===== src/csb_defs.svh =====
`ifndef CSB_DEFS_SVH
`define CSB_DEFS_SVH
`define CSB_RST_RELEASE_CLKS 2
`define CSB_SYNC_RST_VAL     1'b0
`define CSB_PIN_RST_VAL      1'b1
`define CSB_LIC_RST_VAL      1'b1
`define CSB_PIN_IDLE_VAL     4'hF
`define CSB_FLAG_RST_VAL     1'b0
`define CSB_WAIT_RST_VAL     2'h0
`endif


===== src/csb_pkg.sv =====
package csb_pkg;
  typedef enum logic [2:0] {
    CSB_IDLE   = 3'b001,
    CSB_LOCKED = 3'b010,
    CSB_HALTED = 3'b100
  } csb_state_e;

  typedef struct packed {
    csb_state_e state;
    logic       fault_n;
    logic       halt_req;
    logic       halt_sent;
    logic       lock_n;
    logic       fp_pending;
    logic       fp_trap;
    logic       init_q;
    logic       init_pulse;
    logic       builtin_self_test_req;
    logic       strap_done;
    logic [1:0] strap_wait;
    logic       irq;
    logic       nmi;
    logic       lint0;
    logic       lint1;
  } csb_state_s;
endpackage : csb_pkg


===== src/csb_sync.sv =====
`timescale 1ns/1ns
`include "csb_defs.svh"
// two flip-flop synchroniser, async pins inactive (high) after reset
module csb_sync (
  input  wire logic       i_ref_clk,
  input  wire logic       i_rst_n,
  input  wire logic       i_ce,
  input  wire logic [3:0] i_async,
  output logic      [3:0] o_sync
);
  logic [3:0] meta_r;
  logic [3:0] sync_r;

  // first stage feeds only the second
  always_ff @(posedge i_ref_clk or negedge i_rst_n) begin
    if (!i_rst_n) begin
      meta_r <= `CSB_PIN_IDLE_VAL;
      sync_r <= `CSB_PIN_IDLE_VAL;
    end else if (i_ce) begin
      meta_r <= i_async;
      sync_r <= meta_r;
    end
  end

  assign o_sync = sync_r;
endmodule : csb_sync


===== src/csb_sideband.sv =====
`timescale 1ns/1ns
`include "csb_defs.svh"
// processor sideband: fault, numeric skip, soft init, local irq pins, lock
module csb_sideband (
  // clock, reset and enable
  input  wire logic       i_ref_clk,
  input  wire logic       i_rst_n,
  input  wire logic       i_ce,
  // asynchronous pins, active low
  input  wire logic       i_skip_numeric_fault_n,
  input  wire logic       i_soft_init_n,
  input  wire logic [1:0] i_local_irq_pins,
  // core-side events and levels
  input  wire logic       i_fault_detect,
  input  wire logic       i_native_numeric_fault_enable,
  input  wire logic       i_local_irq_controller_en,
  input  wire logic       i_fp_error,
  input  wire logic       i_fp_instr,
  input  wire logic       i_lock_start,
  input  wire logic       i_lock_end,
  input  wire logic       i_halt_ack,
  input  wire logic       i_snoop_req,
  // bus-side and core-side outputs
  output logic            o_internal_fault_out_n,
  output logic            o_lock_n,
  output logic            o_halt_all_transaction,
  output logic            o_fp_trap,
  output logic            o_soft_init,
  output logic            o_builtin_self_test,
  output logic            o_snoop_ack,
  // local pin meanings
  output logic            o_maskable_irq_request,
  output logic            o_nmi,
  output logic            o_lint0,
  output logic            o_lint1
);
  logic                rst_meta_r;
  logic                rst_sync_r;
  logic                rst_n;
  logic [3:0]          pins_s;
  logic                skip_s;
  logic                init_s;
  logic                lint0_s;
  logic                lint1_s;
  logic                skip_honoured;
  logic                lock_may_open;
  logic                halt_due;
  logic                trap_due;
  csb_pkg::csb_state_s st_r;
  csb_pkg::csb_state_s st_nxt;

  // active-low pin copy to active-high level
  function automatic logic pin_active(input logic pin_n);
    pin_active = ~pin_n;
  endfunction : pin_active

  // one local pin steered to its controller or legacy meaning
  function automatic logic route_pin(input logic active, input logic lic_on, input logic legacy);
    route_pin = active & (legacy ? !lic_on : lic_on);
  endfunction : route_pin

  // reset release through two flops, frozen with the clock enable
  always_ff @(posedge i_ref_clk or negedge i_rst_n) begin
    if (!i_rst_n) begin
      rst_meta_r <= `CSB_SYNC_RST_VAL;
      rst_sync_r <= `CSB_SYNC_RST_VAL;
    end else if (i_ce) begin
      rst_meta_r <= 1'b1;
      rst_sync_r <= rst_meta_r;
    end
  end
  assign rst_n = rst_sync_r;

  // all asynchronous pins synchronised
  csb_sync u_sync (
    .i_ref_clk (i_ref_clk),
    .i_rst_n   (rst_n),
    .i_ce      (i_ce),
    .i_async   ({i_local_irq_pins, i_soft_init_n, i_skip_numeric_fault_n}),
    .o_sync    (pins_s)
  );

  // decoded pin levels, active high
  assign skip_s  = pin_active(pins_s[0]);
  assign init_s  = pin_active(pins_s[1]);
  assign lint0_s = pin_active(pins_s[2]);
  assign lint1_s = pin_active(pins_s[3]);

  // skip input counts only while the native enable bit is clear
  assign skip_honoured = skip_s & !i_native_numeric_fault_enable;

  // a faulting block never opens a new lock
  assign lock_may_open = i_lock_start & st_r.fault_n & !i_fault_detect;

  // halt still owed for a latched fault
  assign halt_due = !st_r.fault_n && !st_r.halt_sent;

  // noncontrol instruction meets an earlier error
  assign trap_due = i_fp_instr && st_r.fp_pending;

  // next-state logic
  always_comb begin
    st_nxt = st_r;
    st_nxt.init_pulse = 1'b0;
    st_nxt.fp_trap    = 1'b0;

    // fault latches until reset
    if (i_fault_detect) begin
      st_nxt.fault_n = 1'b0;
      st_nxt.state   = csb_pkg::CSB_HALTED;
    end

    // one halt transaction per fault, held until core logic takes it
    if (halt_due) begin
      st_nxt.halt_req = 1'b1;
    end
    if (st_r.halt_req && i_halt_ack) begin
      st_nxt.halt_req  = 1'b0;
      st_nxt.halt_sent = 1'b1;
    end

    // numeric fault pending; a new error in the trap cycle stays pending
    if (i_fp_error) begin
      st_nxt.fp_pending = 1'b1;
    end
    if (trap_due) begin
      if (skip_honoured) begin
        st_nxt.fp_trap = 1'b0;
      end else begin
        st_nxt.fp_trap    = 1'b1;
        st_nxt.fp_pending = i_fp_error;
      end
    end

    // soft init edge restarts integer state; numeric state untouched
    st_nxt.init_q = init_s;
    if (init_s && !st_r.init_q) begin
      st_nxt.init_pulse = 1'b1;
    end

    // strap taken once the pin synchroniser has refilled after release
    if (!st_r.strap_done) begin
      if (st_r.strap_wait == 2'(`CSB_RST_RELEASE_CLKS)) begin
        st_nxt.strap_done = 1'b1;
        st_nxt.builtin_self_test_req   = init_s;
      end else begin
        st_nxt.strap_wait = st_r.strap_wait + 2'h1;
      end
    end

    // local irq pins: legacy meaning only with the controller off
    st_nxt.irq   = route_pin(lint0_s, i_local_irq_controller_en, 1'b1);
    st_nxt.nmi   = route_pin(lint1_s, i_local_irq_controller_en, 1'b1);
    st_nxt.lint0 = route_pin(lint0_s, i_local_irq_controller_en, 1'b0);
    st_nxt.lint1 = route_pin(lint1_s, i_local_irq_controller_en, 1'b0);

    // lock sequence tracking
    unique case (st_r.state)
      csb_pkg::CSB_IDLE: begin
        if (lock_may_open) begin
          st_nxt.state  = csb_pkg::CSB_LOCKED;
          st_nxt.lock_n = 1'b0;
        end
      end
      csb_pkg::CSB_LOCKED: begin
        if (i_lock_end) begin
          st_nxt.lock_n = 1'b1;
          if (st_nxt.state != csb_pkg::CSB_HALTED) begin
            st_nxt.state = csb_pkg::CSB_IDLE;
          end
        end
      end
      csb_pkg::CSB_HALTED: begin
        st_nxt.lock_n = 1'b1;
      end
    endcase
  end

  // state register; reset releases bus outputs at once
  always_ff @(posedge i_ref_clk or negedge rst_n) begin
    if (!rst_n) begin
      st_r.state      <= csb_pkg::CSB_IDLE;
      st_r.fault_n    <= `CSB_PIN_RST_VAL;
      st_r.halt_req   <= `CSB_FLAG_RST_VAL;
      st_r.halt_sent  <= `CSB_FLAG_RST_VAL;
      st_r.lock_n     <= `CSB_PIN_RST_VAL;
      st_r.fp_pending <= `CSB_FLAG_RST_VAL;
      st_r.fp_trap    <= `CSB_FLAG_RST_VAL;
      st_r.init_q     <= `CSB_FLAG_RST_VAL;
      st_r.init_pulse <= `CSB_FLAG_RST_VAL;
      st_r.builtin_self_test_req   <= `CSB_FLAG_RST_VAL;
      st_r.strap_done <= `CSB_FLAG_RST_VAL;
      st_r.strap_wait <= `CSB_WAIT_RST_VAL;
      st_r.irq        <= `CSB_FLAG_RST_VAL;
      st_r.nmi        <= `CSB_FLAG_RST_VAL;
      st_r.lint0      <= `CSB_FLAG_RST_VAL;
      st_r.lint1      <= `CSB_FLAG_RST_VAL;
    end else if (i_ce) begin
      st_r <= st_nxt;
    end
  end

  // fault, halt and lock
  assign o_internal_fault_out_n = st_r.fault_n;
  assign o_lock_n               = st_r.lock_n;
  assign o_halt_all_transaction = st_r.halt_req;

  // numeric trap, soft init and self-test strap
  assign o_fp_trap              = st_r.fp_trap;
  assign o_soft_init            = st_r.init_pulse;
  assign o_builtin_self_test    = st_r.builtin_self_test_req;

  // snoops answered regardless of soft init
  assign o_snoop_ack            = i_snoop_req & rst_n;

  // local pin meanings
  assign o_maskable_irq_request = st_r.irq;
  assign o_nmi                  = st_r.nmi;
  assign o_lint0                = st_r.lint0;
  assign o_lint1                = st_r.lint1;
endmodule : csb_sideband


===== config.mk =====
export PLATFORM = sky130hd
export DESIGN_NAME = csb_sideband
export DESIGN_NICKNAME = d
export VERILOG_FILES = /design/src/csb_pkg.sv /design/src/csb_sync.sv /design/src/csb_sideband.sv
export VERILOG_INCLUDE_DIRS = /design/src
export SDC_FILE = /design/constraint.sdc
export NUM_CORES = 1
export LEC_CHECK = 0
export BUFFER_PORTS_ARGS = -buffer_cell sky130_fd_sc_hd__buf_2
export CAP_MARGIN = 5
export CORE_UTILIZATION = 50
export DETAILED_ROUTE_END_ITERATION = 8
export GPL_ROUTABILITY_DRIVEN = 0
export HOLD_SLACK_MARGIN = 0.12
export PLACE_DENSITY = 0.79
export SLEW_MARGIN = 20
export SYNTH_ARGS = -nofsm -noshare
export SYNTH_HDL_FRONTEND = slang
export SYNTH_HIERARCHICAL = 1
export SYNTH_SLANG_ARGS = --single-unit

===== constraint.sdc =====
create_clock -name i_ref_clk -period 3.5 [get_ports i_ref_clk]
set_clock_uncertainty 0.15 [all_clocks]
set_input_delay 1.05 -clock i_ref_clk [delete_from_list [all_inputs] [get_ports i_ref_clk]]
set_output_delay 1.05 -clock i_ref_clk [all_outputs]
set_load 0.01 [all_outputs]

# == After elaboration in Yosys (flattened, before gate mapping) ==
# Index checks and enable logic that the tools add are counted.
# classes
n_mul,0
n_addsub,1
bitwise,14
n_reduce_logical,17
n_div,0
shifts,0
muxes,18
magnitude_cmp,0
eq_ne,7
# op_table
cell,count
3-bit 2-to-1 mux,4
3-bit AND reduction,3
1-bit AND,8
1-bit 2-to-1 mux,8
1-bit zero test,6
2-bit 2-to-1 mux,3
1-bit NOT,6
3-bit case mux with 2 select lines,1
2-bit AND reduction,3
1-bit logical AND,4
4-bit 2-to-1 mux,1
"2-bit inequality test, second input constant",2
"3-bit by 1-bit equality test with 1-bit output, second input constant",1
"3-bit by 2-bit equality test with 1-bit output, second input constant",1
"3-bit equality test, second input constant",1
"3-bit inequality test, second input constant",1
1-bit case mux with 3 select lines,1
"2-bit by 1-bit adder with 2-bit output, second input constant",1
"2-bit equality test, second input constant",1
2-bit nonzero test,1
# totals
mem_bits_rw,0
mem_count,0
wordCells,77
register_bits,29
out_inout_bits,11
inputBits,16
mem_bits_ro,0
latch_bits,0

# == Logic depth before layout (Yosys ltp) ==
# Gate-level depths: netlist of run 1.
# logic_depth
depth_word,5
mapped_depth,5
depth_no_buf,5

# == Hierarchy ==
# Netlist of run 1, hierarchy kept.
# modules_own_cells
module,cells_each,seq_area_each_um2,area_per_inst_um2,instances
csb_sideband,81,529.3,955.9,1
csb_sync,17,210.2,341.6,1

# == Least setup slack after synthesis of run 1 ==
# Ideal clock, no wire load.
# synth_timing
path_kind,input to output
startpoint,in i_snoop_req
endpoint,out o_snoop_ack
path_buffers,0
required_ns,2.300
arrival_time_ns,1.215
cell_stages,1
slack_ns,1.085
cell_sequence,and2_1
# synth_between
elab_chain_len,1
# synth_lines
item,line_no,text
"start, declared",csb_sideband.sv:22,"input wire logic i_snoop_req,"
1-bit AND,csb_sideband.sv:214,assign o_snoop_ack = i_snoop_req & rst_n;
"end, declared",csb_sideband.sv:30,"output logic o_snoop_ack,"
# No other way between the ends.

# == Final worst setup path of run 1 ==
# Ends and elaborated chain as after synthesis.

==> summary.md, run 1 <==
| Metric | Value |
|---|---|
| Share of post-route cells with drive strength above 1 | 45.7% |
| Most frequent cells in the layout | buf_2, dfrtp_1, dfstp_2, inv_1, mux2_4 |
| Highest clock rate | 0.383 GHz |
| Cell Int Power | 0.000561 W |
| Largest family of logic cells by synthesized area | multiplexers |
| CP Launch Type | input pin |
| Number of synthesized register bits | 29 |
| Power share of the clock group | 26.9% |
| Sw frac | 25.2% |
| Area of the mapped netlist | 1300 sq um |
| Post-route ant nets | 0 |
| Mux contribution to synthesized area | 13.5% |
| Die area | 2800 sq um |
| Fill cells | 199 |
| Logic pwr share | 17.4% |
| Endpoint type of the worst setup path | output pin |
| Final critical-path required period | 2.61 ns |
| Status | completed |
| Pleak | 0.668 nW |
| Fin area | 1480 sq um |
| Multi-input logic area | 480 sq um |
| Slew Viols, Final | 0 |
| Sequential share of power | 55.7% |
| DRC | 0 |
| Max VDD drop | 0.358 mV |
| Clk slew on worst S/H paths | 0.09 ns |
| Distinct cells, synth | 34 |
| Synthesized area per cell | 13.2 sq um |
| CTS buffer count | 5 |
| RSZ-0062 raised after global routing | no |
| Number of DRC markers in iteration 0 | 11 |
| Count of final hold-check violations | 0 |
| Worst slew pin tran | 0.712 ns |
| Synth Area in Compound Gates | 8.68% |
| Post-CTS resize count | 0 |
| Routed wire per std cell | 12.6 um |
| Register area | 739 sq um |
| Chip Height | 52.9 um |
| Tcrit/Tclk final | 74.6% |
| Post-DP HPWL | 1430 um |
| Initial antenna violation count | 0 |
| Diode count | 0 |
| Pwr Density | 505 nW/um^2 |
| Cell type with the largest total area after synthesis | dfrtp_1 |
| Io pins | 27 |
| Total gr overflow | 0 |
| Nets | 145 |
| Reg2reg setup slack | 2.16 ns |
| Max FO, Critical Path | 1 |
| CTS tree | done |
| Hold buffers post-CTS | 0 |
| Largest cells by area after synthesis | dfrtp_1, dfstp_2, mux2_4 |
| Root Driver | clkbuf_4 |
| WP data arrival | 1.41 ns |
| Post-Syn Instances | 98 |
| Synth warn | 6 |
| Placed cell areas | 1430 sq um |
| Number of global-route vias before repair | 776 |
| Pin count of the biggest net entering global routing | 35 |
| First-pass DRT Iterations | 4 |
| Clock Tree Buf Depth | 2 |
| Core box area | 2450 sq um |
| DRT Wirelength | 2000 um |
| Adder-cell share of the synthesized area | 0.964% |
| CTS Sinks | 29 |
| Final setup fails | 0 |
| Net Sw Power | 0.000189 W |
| Worst endpoint required time | 2.30 ns |
| Layout Utilization | 60.4% |
| Slew margin rel. | 52.6% |
| First-pass GRT wire length | 3260 um |
| Site row count | 18 |
| Setup repair bufs after CTS | 0 |
| Starting density of the core | 52.9% |
| Post-synth top area share | 34.7% |
| Overall Global Routing Usage | 16.6% |
| Synthesized Nets | 115 |
| XOR/XNOR Fraction of Synth Area | 0.675% |
| Htree depth | 2 |
| Port Buffers | 26 |
| Worst hold path type | reg2async |
| Max-cap violations | 0 |
| Commonest non-fill, non-tap cell in the layout | buf_2 |
| Setup tns final | 0 ns |
| Avg Vias per Cell | 5.25 |
| Post-synthesis sequential area ratio | 57.0% |
| Via count | 835 |
| Synth Area in Simple Gates | 13.2% |
| Die width | 52.9 um |
| Clk_lat worst skew | 0.31 ns |
| Setup CP Type | in2out |
| Area added between synthesis and finish | 14.4% |
[synthesized netlist by cell type]
| cell type | count |
|---|---|
| a211oi_1 | 1 |
| a21boi_0 | 1 |
| a21o_1 | 1 |
| a21oi_1 | 2 |
| a22o_1 | 1 |
| and2_1 | 2 |
| and4b_1 | 1 |
| buf_12 | 1 |
| buf_2 | 1 |
| buf_6 | 2 |
| dfrtp_1 | 18 |
| dfstp_2 | 11 |
| ha_1 | 1 |
| inv_1 | 8 |
| mux2_2 | 4 |
| mux2_4 | 8 |
| mux2i_1 | 1 |
| nand2_1 | 3 |
| nand2b_1 | 2 |
| nand3_1 | 2 |
| nand3b_1 | 5 |
| nand3b_4 | 1 |
| nor2_1 | 4 |
| nor3b_1 | 2 |
| nor3b_2 | 1 |
| nor4b_1 | 1 |
| o2111ai_1 | 1 |
| o211ai_1 | 2 |
| o21a_1 | 1 |
| o21ai_0 | 5 |
| o22ai_1 | 1 |
| o31a_1 | 1 |
| or2_2 | 1 |
| xnor2_1 | 1 |
[routing by layer]
layer | GRT usage [%] | vias to the layer above | routed length, um
met5 | 0 | - | 0
met4 | 9.21 | 0 | 21
met3 | 4.31 | 4 | 91
met2 | 26.8 | 20 | 951
met1 | 20.1 | 408 | 939
li1 | - | 403 | -
[per-stage QoR]
step | total power [W] | worst slack (ns) | hold slack [ns] | std cells
after floorplan | 0.000514 | 1.09 | 0.202 | 98
after detailed placement | 0.000558 | 0.887 | 0.116 | 151
after global routing | 0.000797 | 0.875 | 0.158 | 159
after global placement | 0.000547 | 0.895 | 0.110 | 151
final | 0.000750 | 0.890 | 0.106 | 159
after CTS | 0.000762 | 0.887 | 0.124 | 159
[area by class of cell]
cell class,instances,area share [%]
Tap cell,30,2.53
Clock buffer,8,3.96
Sequential cell,29,49.8
Multi-Input combinational cell,57,32.4
Timing Repair Buffer,27,9.27
Inverter,8,2.02
[power by group through the flow]
stage	Combinational, W	Clock [W]	Sequential, W
floorplan	0.0000848	0	0.000429
global placement	0.000126	0	0.000421
detailed placement	0.000133	0	0.000425
CTS	0.000133	0.000210	0.000419
global route	0.000148	0.000226	0.000424
finish	0.000131	0.000202	0.000418
[state kept, by name, summed over array words and instances, names as in the netlist]
register / count
o_soft_init: 1
o_internal_fault_out_n: 1
u_sync/o_sync: 4
o_nmi: 1
o_lock_n: 1
o_lint1: 1
o_lint0: 1
rst_meta_r: 1
st_r: 9
u_sync/meta_r: 4
rst_n: 1
o_maskable_irq_request: 1
o_halt_all_transaction: 1
o_fp_trap: 1
o_builtin_self_test: 1
[critical path, cell delays in order]
cell	delay, ns
buf_2	0.09
and2_1	0.14
buf_2	0.13
[logic make-up (layout without fill, tap and decap cells)]
logic type | after synthesis | count (layout)
DFF | 29 | 29
and+or+nand+nor | 25 | 25
AOI/OAI and AO/OA | 17 | 17
muxes | 13 | 13
buffers and inverters | 12 | 43
adders and majority gates | 1 | 1
xor gates and xnor gates | 1 | 1
[final timing paths]
kind	start	endpoint	depth (start not counted)
setup / recovery	i_snoop_req	o_snoop_ack	3
hold / removal	rst_n$_DFFE_PN0P_	o_lint1$_DFFE_PN0P_	1
setup reg to reg	o_internal_fault_out_n$_DFFE_PN1P_	st_r[16]$_DFFE_PN1P_	3
hold reg to reg	rst_n$_DFFE_PN0P_	o_lint1$_DFFE_PN0P_	1
max in group asynchronous	i_rst_n	rst_n$_DFFE_PN0P_	1
min in group i_ref_clk	rst_meta_r$_DFFE_PN0P_	rst_meta_r$_DFFE_PN0P_	1
Power figures use the tool's default switching activity.
==> run 2: changes to the inputs <==
- clock period: 3.5 -> 2.6 ns (I/O delays scaled with it)
==> run 2 against run 1 <==
Net effect: hold slack improved by 0.0064 ns; combinational power rose by 37%; core utilization increased by 0.41 points.
==> summary.md, run 2 (synthesized netlist as in run 1, its figures left out) <==
| Metric | Value |
|---|---|
| Logic pwr share | 17.5% (about the same) |
| Power share of the clock group | 27.4% (+0.5 points) |
| Starting density of the core | 52.9% (unchanged) |
| CTS Sinks | 29 (unchanged) |
| Total gr overflow | 0 (unchanged) |
| Biggest register | st_r |
| Die area | 2800 sq um (unchanged) |
| Number of global-route vias before repair | 808 (+4.1%) |
| Post-DP HPWL | 1500 um (+5.1%) |
| Sw frac | 26.0% (+0.82 points) |
| DRC | 0 (unchanged) |
| Placed insts | 151 (unchanged) |
| CP Launch Type | input pin |
| RSZ-0062 raised after global routing | no |
| DRT Wirelength | 2160 um (+7.7%) |
| Sequential share of power | 55.2% (-0.5 points) |
| Port Buffers | 26 (unchanged) |
| Diode count | 0 (unchanged) |
| First-pass GRT wire length | 3480 um (+6.6%) |
| CTS tree | done |
| Slew Viols, Final | 0 (unchanged) |
| Setup CP Type | in2out |
| Endpoint type of the worst setup path | output pin |
| Placed cell areas | 1430 sq um (unchanged) |
| Layout Utilization | 60.9% (+0.41 points) |
| Max-cap violations | 0 (unchanged) |
| Root Driver | clkbuf_4 |
| Clk_lat worst skew | 0.32 ns (about the same) |
| Area added between synthesis and finish | 15.1% |
| Clk slew on worst S/H paths | 0.09 ns (about the same) |
| Total Power | 0.00102 W (+36%) |
| Worst endpoint required time | 1.67 ns (-0.63 ns) |
| Avg Vias per Cell | 5.23 (-0.51%) |
| Count of final hold-check violations | 0 (unchanged) |
| Htree depth | 2 (unchanged) |
| Number of DRC markers in iteration 0 | 7 (-4) |
| Post-Layout Cell Count | 160 (+0.63%) |
| Share of post-route cells with drive strength above 1 | 45.4% (-0.35 points) |
| Chip Height | 52.9 um (unchanged) |
| Site row count | 18 (unchanged) |
| Status | completed |
| Core box area | 2450 sq um (unchanged) |
| Max FO, Critical Path | 1 (unchanged) |
| Pwr Density | 685 nW/um^2 (+36%) |
| Fin area | 1490 sq um (+0.67%) |
| First-pass DRT Iterations | 4 (unchanged) |
| Die width | 52.9 um (unchanged) |
| Pleak | 0.672 nW (+0.63%) |
| Nets | 146 (+0.69%) |
| Via count | 836 (+0.12%) |
| Overall Global Routing Usage | 18.8% (+2.1 points) |
| Final setup fails | 0 (unchanged) |
| WP data arrival | 1.13 ns (-0.28 ns) |
| Final critical-path required period | 2.06 ns |
| Slew margin rel. | 54.2% (+1.6 points) |
| Commonest non-fill, non-tap cell in the layout | buf_2 |
| Tcrit/Tclk final | 79.4% |
| CTS buffer count | 5 (unchanged) |
| Post-route ant nets | 0 (unchanged) |
| Largest register FFs | 9 (unchanged) |
| Cell Int Power | 0.000757 W (+35%) |
| Highest clock rate | 0.484 GHz |
| Initial antenna violation count | 0 (unchanged) |
| Worst hold path type | reg2async |
| Worst slew pin tran | 0.688 ns (-0.0241 ns) |
| Routed wire per std cell | 13.5 um (+7.0%) |
| Io pins | 27 (unchanged) |
| Setup tns final | 0 ns (unchanged) |
| Net Sw Power | 0.000267 W (+41%) |
| Pin count of the biggest net entering global routing | 35 (unchanged) |
| Max VDD drop | 0.454 mV (+27%) |
| Clock Tree Buf Depth | 2 (unchanged) |
| Most frequent cells in the layout | buf_2, dfrtp_1, dfstp_2, inv_1, mux2_4 |
[run 2: metrics by stage]
step | hold WS, ns | worst slack, ns
finish | 0.113 | 0.535
floorplan | 0.202 | 0.511
detailed placement | 0.120 | 0.476
CTS | 0.129 | 0.532
global placement | 0.110 | 0.535
global route | 0.159 | 0.514
[run 2: metal layers]
metal | track usage [%] | wire (um) | part of all wire, % | vias to the layer above
met1 | 21.3 | 915 | 42 | 407
met3 | 8.62 | 122 | 5.7 | 6
met5 | 0 | 0 | 0 | -
met4 | 9.65 | 43 | 2.0 | 0
met2 | 29.5 | 1080 | 50 | 23
li1 | - | - | - | 400
[run 2: cell type report]
cell class | count | area [sq um]
inverters | 8 | 30.0
well taps | 30 | 37.5
flip-flops and latches | 29 | 739
multi-input cells | 57 | 480
repair buffers | 28 | 148
fillers | 211 | 961
clock buffers | 8 | 58.8
[run 2: power groups by stage]
| stage | sequential (W) | clock, W | combinational (W) |
|---|---|---|---|
| 5_1_grt | 0.000570 | 0.000308 | 0.000201 |
| 4_1_cts | 0.000565 | 0.000291 | 0.000182 |
| 3_5_place_dp | 0.000573 | 0 | 0.000181 |
| 3_3_place_gp | 0.000567 | 0 | 0.000169 |
| 6_report | 0.000565 | 0.000280 | 0.000179 |
| 2_1_floorplan | 0.000578 | 0 | 0.000114 |
[run 2: what timing repair did]
item,in CTS,in global routing
buffers inserted,0,0
resized for setup,0,0
hold buffers,1,0
endpoints found under the setup margin,0,0
endpoints found under the hold margin,2,0
[run 2: worst paths after layout]
kind	from	to	slack, ns	cells after the start
setup / recovery	i_snoop_req	o_snoop_ack	0.54	3
hold reg to reg	rst_n$_DFFE_PN0P_	o_lint1$_DFFE_PN0P_	0.11	1
min in group i_ref_clk	rst_meta_r$_DFFE_PN0P_	rst_meta_r$_DFFE_PN0P_	0.34	1
hold / removal	rst_n$_DFFE_PN0P_	o_lint1$_DFFE_PN0P_	0.11	1
setup reg to reg	o_internal_fault_out_n$_DFFE_PN1P_	st_r[16]$_DFFE_PN1P_	1.27	3
max in group asynchronous	i_rst_n	rst_meta_r$_DFFE_PN0P_	1.58	2
[run 2: critical path, cell delays in order]
cell and delay, ns:
buf_2 0.09, and2_1 0.13, buf_2 0.13
